[config.mk]
export PLATFORM = sky130hd
export DESIGN_NAME = ossr_startup_top
export DESIGN_NICKNAME = d
export VERILOG_FILES = /design/src/ossr_pkg.sv /design/src/ossr_startup_top.sv /design/src/ossr_tick_counter.sv
export SDC_FILE = /design/constraint.sdc
export NUM_CORES = 1
export LEC_CHECK = 0
export BUFFER_PORTS_ARGS = -buffer_cell sky130_fd_sc_hd__buf_2
export CORE_MARGIN = 1.5
export CORE_UTILIZATION = 42
export CTS_CLUSTER_DIAMETER = 200
export DETAILED_ROUTE_END_ITERATION = 10
export PLACE_DENSITY_LB_ADDON = 0.08
export SYNTH_ARGS = -nofsm -noshare
export SYNTH_HDL_FRONTEND = slang
export SYNTH_SLANG_ARGS = --single-unit
[constraint.sdc]
create_clock -name CLK -period 4.65 [get_ports CLK]
set_input_delay 0.2325 -clock CLK [delete_from_list [all_inputs] [get_ports CLK]]
set_output_delay 0.2325 -clock CLK [all_outputs]
set_load 0.02 [all_outputs]
[src/ossr_pkg.sv]
package ossr_pkg;

  // Bus register map, byte addresses.
  localparam logic [7:0] OSSR_FUSE_OFS = 8'h00;
  localparam logic [7:0] OSSR_CTRL_OFS = 8'h04;
  localparam logic [7:0] OSSR_STAT_OFS = 8'h08;
  localparam logic [7:0] OSSR_CNT_OFS = 8'h0c;

  // Field positions.
  localparam int OSSR_FUSE_SEL_LSB = 0;
  localparam int OSSR_FUSE_SUT_LSB = 4;
  localparam int OSSR_FUSE_DIV_BIT = 6;
  localparam int OSSR_CTRL_RESTART_BIT = 0;
  localparam int OSSR_CTRL_BOD_EN_BIT = 1;
  localparam int OSSR_STAT_STATE_LSB = 0;
  localparam int OSSR_STAT_RANGE_LSB = 8;
  localparam int OSSR_STAT_LOWPWR_BIT = 11;
  localparam int OSSR_STAT_UNGUARD_BIT = 12;
  localparam int OSSR_STAT_DIV_BIT = 13;
  localparam int OSSR_STAT_TOUT_LSB = 16;
  localparam int OSSR_CNT_WDT_LSB = 16;

  // Reset values.
  localparam logic [1:0] OSSR_CTRL_RESET = 2'h0;
  localparam logic [2:0] OSSR_DIV_RESET = 3'h0;
  localparam logic [15:0] OSSR_CNT_RESET = 16'h0000;

  // Settling counts in oscillator cycles.
  localparam logic [15:0] OSSR_SETTLE_6 = 16'h0006;
  localparam logic [15:0] OSSR_SETTLE_258 = 16'h0102;
  localparam logic [15:0] OSSR_SETTLE_1K = 16'h0400;
  localparam logic [15:0] OSSR_SETTLE_16K = 16'h4000;
  localparam logic [15:0] OSSR_SETTLE_32K = 16'h8000;
  localparam logic [15:0] OSSR_FIXED_19 = 16'h0013;
  localparam logic [2:0] OSSR_DIV_LAST = 3'h7;

  // Supply time-out, counted in watchdog oscillator cycles.
  localparam int OSSR_WDT_KHZ = 128;
  localparam int OSSR_TOUT_SHORT_MS = 4;
  localparam int OSSR_TOUT_LONG_MS = 65;
  localparam int OSSR_TOUT_SHORT_CYC = OSSR_TOUT_SHORT_MS * OSSR_WDT_KHZ;
  localparam int OSSR_TOUT_LONG_CYC = OSSR_TOUT_LONG_MS * OSSR_WDT_KHZ;

  // Fuse polarity: 1 is unprogrammed, 0 is programmed.
  localparam logic OSSR_FUSE_PROGRAMMED = 1'b0;

  typedef enum logic [1:0] {
    OSSR_TOUT_NONE = 2'h0,
    OSSR_TOUT_SHORT = 2'h1,
    OSSR_TOUT_LONG = 2'h2
  } ossr_tout_t;

  typedef enum logic [5:0] {
    OSSR_S_HOLD = 6'h01,
    OSSR_S_TOUT = 6'h02,
    OSSR_S_FIX = 6'h04,
    OSSR_S_SETTLE = 6'h08,
    OSSR_S_RUN = 6'h10,
    OSSR_S_SLEEP = 6'h20
  } ossr_state_t;

  typedef struct packed {
    logic divide_by_eight_fuse;
    logic [1:0] startup_time_fuses;
    logic [3:0] clock_source_select_fuses;
  } ossr_fuse_t;

  typedef struct packed {
    logic low_power;
    logic [2:0] range;
    logic [15:0] settle;
    ossr_tout_t tout;
  } ossr_decode_t;

endpackage

[src/ossr_startup_top.sv]
// Design decisions made here: register access over AHB-Lite and the register offsets.
`timescale 1ns/1ps
module ossr_startup_top import ossr_pkg::*; #(
  parameter int TOUT_LONG_CYC = OSSR_TOUT_LONG_CYC
) (
  // Clock, reset and enable
  input wire logic CLK,
  input wire logic RSTN,
  input wire logic CE,
  // AHB-Lite slave
  input wire logic HSEL,
  input wire logic [31:0] HADDR,
  input wire logic [1:0] HTRANS,
  input wire logic HWRITE,
  input wire logic [2:0] HSIZE,
  input wire logic [31:0] HWDATA,
  input wire logic HREADY,
  output logic [31:0] HRDATA,
  output logic HREADYOUT,
  output logic HRESP,
  // Fuse array and reset sources
  input wire logic [3:0] CLOCK_SOURCE_SELECT_FUSES,
  input wire logic [1:0] STARTUP_TIME_FUSES,
  input wire logic DIVIDE_BY_EIGHT_FUSE,
  input wire logic RESET_SOURCES_RELEASED,
  input wire logic BROWNOUT_DETECTOR_OK,
  // Sleep control
  input wire logic SLEEP_ENTER,
  input wire logic WAKE_UP,
  // Oscillator samples
  input wire logic OSC_CLK,
  input wire logic WDT_OSC_CLK,
  // Core side
  output logic CORE_RESET_N,
  output logic CLOCK_STABLE,
  output logic SYSCLK_EN,
  output logic [2:0] FREQ_RANGE
);

  localparam logic [15:0] TOUT_SHORT_W = 16'(OSSR_TOUT_SHORT_CYC);
  localparam logic [15:0] TOUT_LONG_W = 16'(TOUT_LONG_CYC);

  ossr_state_t state_q, state_d;
  ossr_fuse_t fuse_q;
  ossr_decode_t dec;
  logic fuse_loaded_q;
  logic [1:0] ctrl_q;
  logic restart_q;
  logic osc_q, wdt_q;
  logic osc_tick, wdt_tick;
  logic phase_clr;
  logic [15:0] osc_target, tout_target;
  logic [15:0] osc_count, wdt_count;
  logic osc_done, wdt_done;
  logic [2:0] div_q;
  logic bod_en;
  logic unguarded;
  logic core_reset_n_q, clock_stable_q, sysclk_en_q;
  logic [2:0] range_q;
  logic addr_ok;
  logic wr_pend_q;
  logic [7:0] wr_addr_q;
  logic [31:0] rdata_q, rdata_d;
  logic ready_q;

  // Oscillator inputs are sampled on CLK, so each rising sample is one
  // oscillator cycle; an oscillator above half of CLK would be undercounted.
  always_ff @(posedge CLK or negedge RSTN) begin
    if (!RSTN) begin
      osc_q <= 1'b0;
      wdt_q <= 1'b0;
    end else if (CE) begin
      osc_q <= OSC_CLK;
      wdt_q <= WDT_OSC_CLK;
    end
  end

  assign osc_tick = OSC_CLK & ~osc_q;
  assign wdt_tick = WDT_OSC_CLK & ~wdt_q;

  // Fuse shadow: loaded from the pins after reset release, writable later.
  always_ff @(posedge CLK or negedge RSTN) begin
    if (!RSTN) begin
      fuse_q <= '1;
      fuse_loaded_q <= 1'b0;
    end else if (CE) begin
      if (!fuse_loaded_q) begin
        fuse_q.clock_source_select_fuses <= CLOCK_SOURCE_SELECT_FUSES;
        fuse_q.startup_time_fuses <= STARTUP_TIME_FUSES;
        fuse_q.divide_by_eight_fuse <= DIVIDE_BY_EIGHT_FUSE;
        fuse_loaded_q <= 1'b1;
      end else if (wr_pend_q && wr_addr_q == OSSR_FUSE_OFS) begin
        fuse_q <= HWDATA[OSSR_FUSE_DIV_BIT:OSSR_FUSE_SEL_LSB];
      end
    end
  end

  // Fuse codes below are the raw fuse levels, 0 meaning programmed.
  always_comb begin
    dec.low_power = 1'b0;
    dec.range = fuse_q.clock_source_select_fuses[3:1];
    dec.settle = OSSR_SETTLE_6;
    dec.tout = OSSR_TOUT_LONG;
    case (fuse_q.startup_time_fuses)
      2'h0: dec.tout = OSSR_TOUT_NONE;
      2'h1: dec.tout = OSSR_TOUT_SHORT;
      default: dec.tout = OSSR_TOUT_LONG;
    endcase
    if (fuse_q.clock_source_select_fuses[3]) begin
      dec.low_power = 1'b1;
      // The settling 258-cycle codes suit resonators only.
      case ({fuse_q.clock_source_select_fuses[0],
             fuse_q.startup_time_fuses})
        3'h0: begin
          dec.settle = OSSR_SETTLE_258;
          dec.tout = OSSR_TOUT_SHORT;
        end
        3'h1: begin
          dec.settle = OSSR_SETTLE_258;
          dec.tout = OSSR_TOUT_LONG;
        end
        3'h2: begin
          dec.settle = OSSR_SETTLE_1K;
          dec.tout = OSSR_TOUT_NONE;
        end
        3'h3: begin
          dec.settle = OSSR_SETTLE_1K;
          dec.tout = OSSR_TOUT_SHORT;
        end
        3'h4: begin
          dec.settle = OSSR_SETTLE_1K;
          dec.tout = OSSR_TOUT_LONG;
        end
        3'h5: begin
          dec.settle = OSSR_SETTLE_16K;
          dec.tout = OSSR_TOUT_NONE;
        end
        3'h6: begin
          dec.settle = OSSR_SETTLE_16K;
          dec.tout = OSSR_TOUT_SHORT;
        end
        default: begin
          dec.settle = OSSR_SETTLE_16K;
          dec.tout = OSSR_TOUT_LONG;
        end
      endcase
    end else if (fuse_q.clock_source_select_fuses[3:1] == 3'h2) begin
      // Low-frequency crystal: the longest settling count (32K) when bit 0 is set, else 1K.
      dec.settle = fuse_q.clock_source_select_fuses[0] ?
                   OSSR_SETTLE_32K : OSSR_SETTLE_1K;
    end else begin
      dec.settle = OSSR_SETTLE_6;
    end
  end

  // Time-out length in watchdog cycles, never a supply measurement.
  always_comb begin
    case (dec.tout)
      OSSR_TOUT_SHORT: tout_target = TOUT_SHORT_W;
      OSSR_TOUT_LONG: tout_target = TOUT_LONG_W;
      default: tout_target = 16'h0000;
    endcase
  end

  assign bod_en = ctrl_q[OSSR_CTRL_BOD_EN_BIT];
  assign unguarded = (dec.tout == OSSR_TOUT_NONE) && !bod_en;
  assign osc_target = (state_q == OSSR_S_FIX) ? OSSR_FIXED_19 : dec.settle;
  assign phase_clr = (state_d != state_q);

  ossr_tick_counter #(.W(16)) u_wdt_count (
    .clk(CLK),
    .rst_n(RSTN),
    .ce(CE),
    .clear(phase_clr),
    .tick(wdt_tick),
    .target(tout_target),
    .count(wdt_count),
    .done(wdt_done)
  );

  ossr_tick_counter #(.W(16)) u_osc_count (
    .clk(CLK),
    .rst_n(RSTN),
    .ce(CE),
    .clear(phase_clr),
    .tick(osc_tick),
    .target(osc_target),
    .count(osc_count),
    .done(osc_done)
  );

  // Sequencer.
  always_comb begin
    state_d = state_q;
    case (state_q)
      OSSR_S_HOLD: begin
        if (fuse_loaded_q) begin
          state_d = OSSR_S_TOUT;
        end
      end
      OSSR_S_TOUT: begin
        // A zero time-out with brown-out enabled waits for supply good.
        if (wdt_done && (!bod_en || BROWNOUT_DETECTOR_OK)) begin
          state_d = OSSR_S_FIX;
        end
      end
      OSSR_S_FIX: begin
        if (osc_done) begin
          state_d = OSSR_S_SETTLE;
        end
      end
      OSSR_S_SETTLE: begin
        if (osc_done) begin
          state_d = OSSR_S_RUN;
        end
      end
      OSSR_S_RUN: begin
        if (SLEEP_ENTER) begin
          state_d = OSSR_S_SLEEP;
        end
      end
      OSSR_S_SLEEP: begin
        if (WAKE_UP) begin
          state_d = OSSR_S_SETTLE;
        end
      end
      default: state_d = OSSR_S_HOLD;
    endcase
    if (!RESET_SOURCES_RELEASED || restart_q) begin
      state_d = OSSR_S_HOLD;
    end
  end

  always_ff @(posedge CLK or negedge RSTN) begin
    if (!RSTN) begin
      state_q <= OSSR_S_HOLD;
    end else if (CE) begin
      state_q <= state_d;
    end
  end

  // Core outputs. Reset stays high (released) through a wake; only CLOCK_STABLE drops.
  always_ff @(posedge CLK or negedge RSTN) begin
    if (!RSTN) begin
      core_reset_n_q <= 1'b0;
      clock_stable_q <= 1'b0;
      range_q <= 3'h0;
    end else if (CE) begin
      core_reset_n_q <= (state_d == OSSR_S_RUN) ||
                        (state_d == OSSR_S_SLEEP) ||
                        (state_d == OSSR_S_SETTLE &&
                         core_reset_n_q);
      clock_stable_q <= (state_d == OSSR_S_RUN);
      range_q <= dec.range;
    end
  end

  // System clock enable: every oscillator cycle, or every eighth.
  always_ff @(posedge CLK or negedge RSTN) begin
    if (!RSTN) begin
      div_q <= OSSR_DIV_RESET;
      sysclk_en_q <= 1'b0;
    end else if (CE) begin
      if (fuse_q.divide_by_eight_fuse == OSSR_FUSE_PROGRAMMED) begin
        if (osc_tick) begin
          div_q <= div_q + 3'h1;
        end
        sysclk_en_q <= osc_tick && (div_q == OSSR_DIV_LAST);
      end else begin
        div_q <= OSSR_DIV_RESET;
        sysclk_en_q <= osc_tick;
      end
    end
  end

  // Bus slave: zero wait states, always OKAY.
  assign addr_ok = HSEL && HTRANS[1] && HREADY;

  always_comb begin
    rdata_d = 32'h0000_0000;
    if (HADDR[7:0] == OSSR_FUSE_OFS) begin
      rdata_d[OSSR_FUSE_DIV_BIT:OSSR_FUSE_SEL_LSB] = fuse_q;
    end else if (HADDR[7:0] == OSSR_CTRL_OFS) begin
      rdata_d[OSSR_CTRL_BOD_EN_BIT] = bod_en;
    end else if (HADDR[7:0] == OSSR_STAT_OFS) begin
      rdata_d[OSSR_STAT_STATE_LSB +: 6] = state_q;
      rdata_d[OSSR_STAT_RANGE_LSB +: 3] = dec.range;
      rdata_d[OSSR_STAT_LOWPWR_BIT] = dec.low_power;
      rdata_d[OSSR_STAT_UNGUARD_BIT] = unguarded;
      rdata_d[OSSR_STAT_DIV_BIT] =
        (fuse_q.divide_by_eight_fuse == OSSR_FUSE_PROGRAMMED);
      rdata_d[OSSR_STAT_TOUT_LSB +: 2] = dec.tout;
    end else if (HADDR[7:0] == OSSR_CNT_OFS) begin
      rdata_d[15:0] = osc_count;
      rdata_d[OSSR_CNT_WDT_LSB +: 16] = wdt_count;
    end
    if (HADDR[31:8] != 24'h000000) begin
      rdata_d = 32'h0000_0000;
    end
  end

  always_ff @(posedge CLK or negedge RSTN) begin
    if (!RSTN) begin
      wr_pend_q <= 1'b0;
      wr_addr_q <= 8'h00;
      rdata_q <= 32'h0000_0000;
      ready_q <= 1'b0;
    end else if (CE) begin
      ready_q <= 1'b1;
      wr_pend_q <= addr_ok && HWRITE && HSIZE == 3'h2 &&
                   HADDR[31:8] == 24'h000000;
      if (addr_ok) begin
        wr_addr_q <= HADDR[7:0];
      end
      if (addr_ok && !HWRITE) begin
        rdata_q <= rdata_d;
      end
    end
  end

  // Control register; restart is a one-cycle self-clearing strobe.
  always_ff @(posedge CLK or negedge RSTN) begin
    if (!RSTN) begin
      ctrl_q <= OSSR_CTRL_RESET;
      restart_q <= 1'b0;
    end else if (CE) begin
      restart_q <= 1'b0;
      if (wr_pend_q && wr_addr_q == OSSR_CTRL_OFS) begin
        ctrl_q[OSSR_CTRL_BOD_EN_BIT] <= HWDATA[OSSR_CTRL_BOD_EN_BIT];
        restart_q <= HWDATA[OSSR_CTRL_RESTART_BIT];
      end
    end
  end

  assign HRDATA = rdata_q;
  assign HREADYOUT = ready_q;
  assign HRESP = 1'b0;
  assign CORE_RESET_N = core_reset_n_q;
  assign CLOCK_STABLE = clock_stable_q;
  assign SYSCLK_EN = sysclk_en_q;
  assign FREQ_RANGE = range_q;

endmodule

[src/ossr_tick_counter.sv]
`timescale 1ns/1ps
module ossr_tick_counter import ossr_pkg::*; #(
  parameter int W = 16
) (
  // Clock and reset
  input wire logic clk,
  input wire logic rst_n,
  input wire logic ce,
  // Control
  input wire logic clear,
  input wire logic tick,
  input wire logic [W-1:0] target,
  // Result
  output logic [W-1:0] count,
  output logic done
);

  logic [W-1:0] count_q;

  // The count saturates so that a long stall never wraps back below target.
  always_ff @(posedge clk or negedge rst_n) begin
    if (!rst_n) begin
      count_q <= '0;
    end else if (ce) begin
      if (clear) begin
        count_q <= '0;
      end else if (tick && count_q != {W{1'b1}}) begin
        count_q <= count_q + 1'b1;
      end
    end
  end

  assign count = count_q;
  assign done = (count_q >= target);

endmodule

# After elaboration in Yosys (flattened, before gate mapping)

Index checks and enable logic that the tools add are counted.
W data, S select, Z words.

Register bits: 100
Input bits: 88
Output and inout bits: 40
Logic and storage cells: 136

Add/sub/neg operators: 3
$lt $le $gt $ge: 2
Eq/ne operators: 29
Multiplexer cells: 40
Bitwise gates (word level): 5
Reduce and logical (&&, ||, !) cells: 38

Operators with widths:

| cell                    | count |
|---|---|
| $mux W16                | 8 |
| $pmux W17 S7            | 1 |
| $mux W32                | 2 |
| $mux W6                 | 9 |
| $pmux W6 S6             | 1 |
| $add A16 B1 Y16 const B | 2 |
| $ne A16 B16 Y1 const B  | 2 |
| $mux W30                | 1 |
| $pmux W14 S2            | 1 |
| $mux W25                | 1 |
| $logic_not A24 Y1       | 1 |
| $reduce_bool A24 Y1     | 1 |
| $mux W7                 | 3 |
| $eq A8 B3 Y1 const B    | 2 |
| $eq A8 B4 Y1 const B    | 2 |
| $ge A16 B14 Y1          | 1 |
| $ge A16 B16 Y1          | 1 |
| $logic_not A8 Y1        | 2 |
| $logic_and A1 B1 Y1     | 14 |
| $mux W14                | 1 |
| $reduce_and A2 Y1       | 7 |
| $eq A3 B2 Y1 const B    | 4 |
| $eq A3 B3 Y1 const B    | 4 |
| $eq A6 B4 Y1 const B    | 2 |
| 22 further kinds        | 44 |

# Longest topological paths before layout

Word-level depth: 13
Mapped depth: 17

# By module

Synthesis repeated with hierarchy kept, for this count alone.

Cells, all modules: 749
Area total of the unflattened synthesis: 6635.1 um^2

By module, submodules not included:

| module                          | instances | cells an instance | area each (um^2) | sequential area each (um^2) |
|---|---|---|---|---|
| ossr_startup_top                | 1         | 388               | 3646.0           | 1711.6 |
| ossr_tick_counter (u_osc_count) | 1         | 180               | 1497.7           | 400.4 |
| ossr_tick_counter (u_wdt_count) | 1         | 181               | 1491.4           | 400.4 |

# Worst setup path after synthesis

No wires, ideal clock.

Path kind: reg-to-reg
Start: register state_q[0]
End: register u_wdt_count.count_q[0], in the netlist u_wdt_count.count[0]
Setup time: 0.081 ns
Data arrival time: 3.310 ns
Required time: 4.569 ns
Slack: 1.260 ns
Cell stages (with the launch flop): 17
Period minus slack after synthesis: 3.390 ns
Cells stage by stage: dfstp_2 > clkbuf_1 > nor2_1 > nand2_1 > nor2_1 > nand2_1 > inv_1 > or3_1 > ha_1 > a21oi_1 > nor2b_1 > a32o_1 > a31oi_2 > or3_4 > buf_6 > o31a_1 > mux2i_1

Word-level cells in the longest chain between the ends: 9
Elaborated cells on any way between the ends: 20
Those cells by class: order compare (1); eq/ne (7); mux (10); reduce/logical (2)

RTL lines:

| item                                | line                                             | RTL |
|---|---|---|
| start: declaration                  | ossr_startup_top.sv:43                           | `ossr_state_t state_q, state_d;` |
| start signal: assignment            | ossr_startup_top.sv:238                          | `state_q <= state_d;` |
| $eq A6 B3 Y1                        | ossr_startup_top.sv:167, ossr_startup_top.sv:195 |  |
| $mux W16                            | ossr_startup_top.sv:167                          | `assign osc_target = (state_q == OSSR_S_FIX) ? OSSR_FIXED_19 : dec.settle;` |
| $ge A16 B16 Y1                      | ossr_tick_counter.sv:34                          | `assign done = (count_q >= target);` |
| $mux W6, on equally long branches   | ossr_startup_top.sv:213, ossr_startup_top.sv:208 |  |
| $pmux W6 S6                         | ossr_startup_top.sv:195                          | `case (state_q)` |
| $mux W6                             | ossr_startup_top.sv:229                          | `if (!RESET_SOURCES_RELEASED \|\| restart_q) begin` |
| $ne A6 B6 Y1 *                      | ossr_startup_top.sv:168                          | `assign phase_clr = (state_d != state_q);` |
| $reduce_bool A2 Y1 (no source line) | n/a                                              |  |
| $reduce_and A2 Y1 (no source line)  | n/a                                              |  |
| end signal: assignment              | ossr_tick_counter.sv:28                          | `count_q <= count_q + 1'b1;` |
| end: declaration                    | ossr_tick_counter.sv:18                          | `logic [W-1:0] count_q;` |

Every way passes the cells marked *; elsewhere a longest branch is shown, timed or not.
A chain may end at the register's enable or synchronous reset.

# Worst setup path after layout

Start: register state_q[4]
End: register u_osc_count.count_q[1], in the netlist u_osc_count.count[1]

Word-level cells in the longest chain between the ends: 9
Elaborated cells on any way between the ends: 20
Those cells by class: order compare (1); eq/ne (7); mux (10); reduce/logical (2)

RTL lines:

| item                                | line |
|---|---|
| $eq A6 B3 Y1                        | ossr_startup_top.sv:167, ossr_startup_top.sv:195 |
| $mux W16                            | ossr_startup_top.sv:167 |
| $ge A16 B16 Y1                      | ossr_tick_counter.sv:34 |
| $mux W6, on equally long branches   | ossr_startup_top.sv:213, ossr_startup_top.sv:208 |
| $pmux W6 S6                         | ossr_startup_top.sv:195 |
| $mux W6                             | ossr_startup_top.sv:229 |
| $ne A6 B6 Y1 *                      | ossr_startup_top.sv:168 |
| $reduce_bool A2 Y1 (no source line) | n/a |
| $reduce_and A2 Y1 (no source line)  | n/a |
| end signal: assignment              | ossr_tick_counter.sv:28 |
| end: declaration                    | ossr_tick_counter.sv:18 |

Marks and branches as above.

==> results.md <==
* First-pass GRT wire length at 24.9 mm
* Int Pwr at approximately 0.0016 W
* Finished Layout Cells at 851
* Status: complete, but fails checks
* Placer Congestion at 0.890
* Largest family of logic cells by synthesized area: compound AO/OA/AOI/OAI gates
* Pin count of the biggest net entering global routing at 68
* Top cell type's share of synthesized area at 0.399
* Post-route ant nets at 0
* Clk_lat worst skew at 0.35 ns
* H-tree depth at 3
* Comb power frac at 0.153
* Initial DRC Count at 407
* Vias per cell at 5.97
* Gate Count Post-Synth at 593
* Setup total negative slack at 0 ns
* Leak Pwr at 3.09 nW
* Clock Sink Count at 100
* Hold Vio Cnt, Final at 12
* Min-delay worst type: in2async
* Clock root buffer: clkbuf_16
* Max Root-Sink Buffers at 2
* Die H at 120 um
* Reg2reg path depth at 15
* Total gr overflow at 0
* Max VDD drop at 0.000164 V
* CP endpoint kind: flop
* Worst clock skew at 0.00727 ns
* Setup-failing EPs final at 0
* Post-synthesis sequential area ratio at 0.435
* Die width at 120 um
* Total GRT Usage at 0.219
* # diodes at 0
* First-pass DRT Iterations at 5
* Fin Hold WS at -0.0349 ns
* Dpl cells at 835
* Std cell rows at 42
* Core area at 13300 um2
* Area contributors post-synth: dfrtp_1, a22o_1, nand2_1
* Fraction of layout cells with a size suffix above 1 at 0.241
* Yosys reg bits at 100
* Crit Path Max Fanout at 12
* Max-cap violations at 0
* Mean Syn Cell Area at 9.73 um2
* Area growth from synthesis to final layout at 15.9%
* Critical path type: reg2reg
* Worst slew pin tran at 0.886 ns
* Layout net count at 774
* Post-synthesis mux area share at 0.0681
* DRC viols at 0
* Die area at 14400 um2
* Synth async-reset ratio at 1.00
* Max_slew headroom at 0.410
* Critical path required time at 4.94 ns
* Post-synth top flop: dfrtp_1
* Hold_buf cts at 0
* Internal reg-to-reg setup slack at 0.69 ns
* Final period utilization at 0.851
* Syn nets at roughly 700
* Adder-cell share of the synthesized area at 0.0347
* R2R Path Start: state_q[4]
* I/O pins at 128
* Switching part of the total power at 0.267
* Max-slew violations at 0
* Tot Pwr at approximately 0.0021 W
* Initial Util at 0.432
* Detailed-placement wirelength estimate at 10.9 mm
* Fmax at about 250 MHz
* Critical path arrival at around 4.2 ns
* Failing checks: hold timing
* CP startpoint kind: flop
* Vias in the first global route at roughly 4700
* Clock-pin slew on the worst setup and hold paths at 0.07 ns
* Power density cells at between 300 and 400 nW/um2
* Yosys warns at 0
* I/O Buffers at 100
* Compound-cell area share of the yosys netlist at 0.205
* TritonCTS Buffers at 9
* Number of distinct library cells after synthesis at 74
* Crit path time final at 3.96 ns
* Post-synth EDFFs at 0
* Switching pwr at 0.000569 W
* Fillcell total at 1278
* Routed via count at 5077
* Count leader, synth: dfrtp_1
* Initial antenna violation count at 0
* Unrepaired setup endpoints after global routing: no
* Final core utilization at 0.501
* Synthesized area at 5770 um2
* Synth Area in Simple Gates at 0.203
* Dominant cell type by area after synthesis: dfrtp_1
* Post-CTS Setup Inserts at 0
* TritonCTS clock tree: built
* Clock power frac at 0.390
* Synth top cells by count: dfrtp_1, nand2_1, o21ai_0
* Final wirelength at 15.3 mm
* Xor-xnor portion of the synthesized cell area at 0.00607
* Sequential power share at 0.457
* Post-CTS Resized at 0
* Routed len/inst at 18.0 um
* Reg2reg end: u_osc_count.count[1]
[stage by stage]
stage / worst slack (ns) / cell area, um2
2_1_floorplan: 1.26 / 5770
3_3_place_gp: 0.855 / 6350
3_5_place_dp: 0.738 / 6350
4_1_cts: 0.730 / 6680
5_1_grt: 0.415 / 6680
6_report: 0.693 / 6680
[state kept, by name, indices dropped and copies added (netlist names), 3 cells and up]
register,cells
div_q,3
HRDATA,32
dec,3
FREQ_RANGE,3
state_q,6
wr_addr_q,8
fuse_q,4
u_osc_count.count,16
u_wdt_count.count,16
[worst max path at each step]
stage | startpoint | end | slack (ns) | cells after the start
after floorplan | state_q[0] | u_wdt_count.count[0] | 1.26 | 16
after global placement | state_q[4] | u_osc_count.count[1] | 0.86 | 15
after detailed placement | state_q[4] | u_osc_count.count[1] | 0.74 | 15
after CTS | state_q[4] | u_osc_count.count[1] | 0.73 | 15
after global routing | state_q[5] | u_osc_count.count[1] | 0.41 | 15
final | state_q[4] | u_osc_count.count[1] | 0.69 | 15
[cell usage in the layout (no fill, tap or decap), types with 4 or more instances in the layout]
cell type	instances
o21ai_0	31
nand2b_1	8
dfstp_2	8
clkbuf_16	9
o311ai_1	5
or2_2	6
dfrtp_1	92
nand3_1	12
o31ai_1	9
nor4_1	13
nand4_1	22
and2_1	4
and4_1	5
inv_1	24
buf_4	7
mux2_2	16
and3_1	11
a22o_1	30
nor3_1	10
a31oi_1	17
buf_2	99
ha_1	16
a221o_1	5
mux2i_1	19
o2bb2ai_1	10
nor3b_1	4
nor2_1	28
nand2_1	59
nor2b_1	12
a21oi_1	9
a22oi_1	9
[metal layers]
metal  part of all wire  vias to the layer above  GRT usage
met1               0.49                     2472      0.324
li1                   -                     2417          -
met5                  0                        -          0
met2               0.44                      171      0.327
met3              0.056                       17     0.0278
met4              0.018                        0     0.0833
[power groups by stage]
stage | sequential [W] | clock, W | combinational (W)
floorplan | 0.000965 | 0 | 0.000227
global placement | 0.000985 | 0 | 0.000315
detailed placement | 0.000987 | 0 | 0.000328
CTS | 0.000971 | 0.000850 | 0.000329
global route | 0.000978 | 0.000882 | 0.000364
finish | 0.000971 | 0.000830 | 0.000326
[layout make-up]
class	instances	area, um2	area share
multi-input combinational	428	2980	0.446
inverter	25	93.8	0.0140
timing repair buffer	106	548	0.0820
clock buffer	13	260	0.0389
clock inverter	3	68.8	0.0103
tap	176	220	0.0329
sequential	100	2510	0.376
[cells by family (layout without fill, tap and decap cells)]
logic type	after synthesis	in the layout
other	1	1
AO/OA/AOI/OAI	157	157
XOR/XNOR	4	4
adder cells (fa/ha/maj)	16	16
multiplexers	36	36
flip-flops	100	100
AND/OR/NAND/NOR	214	214
buffers and inverters	65	147
[worst max-delay path, stage by stage, from the launching register on]
cell     delay [ns]
dfrtp_1        0.50
nor2_2         0.26
nand2_1        0.11
nor2_1         0.14
nand2_1        0.15
inv_1          0.20
nor2_1         0.07
nand3_1        0.09
ha_1           0.25
a21oi_1        0.20
nor2b_1        0.16
a32o_1         0.32
a31oi_2        0.15
or3_4          0.54
nor2_1         0.49
a32o_1         0.27
Note: power is estimated with default switching activity, not from simulation.
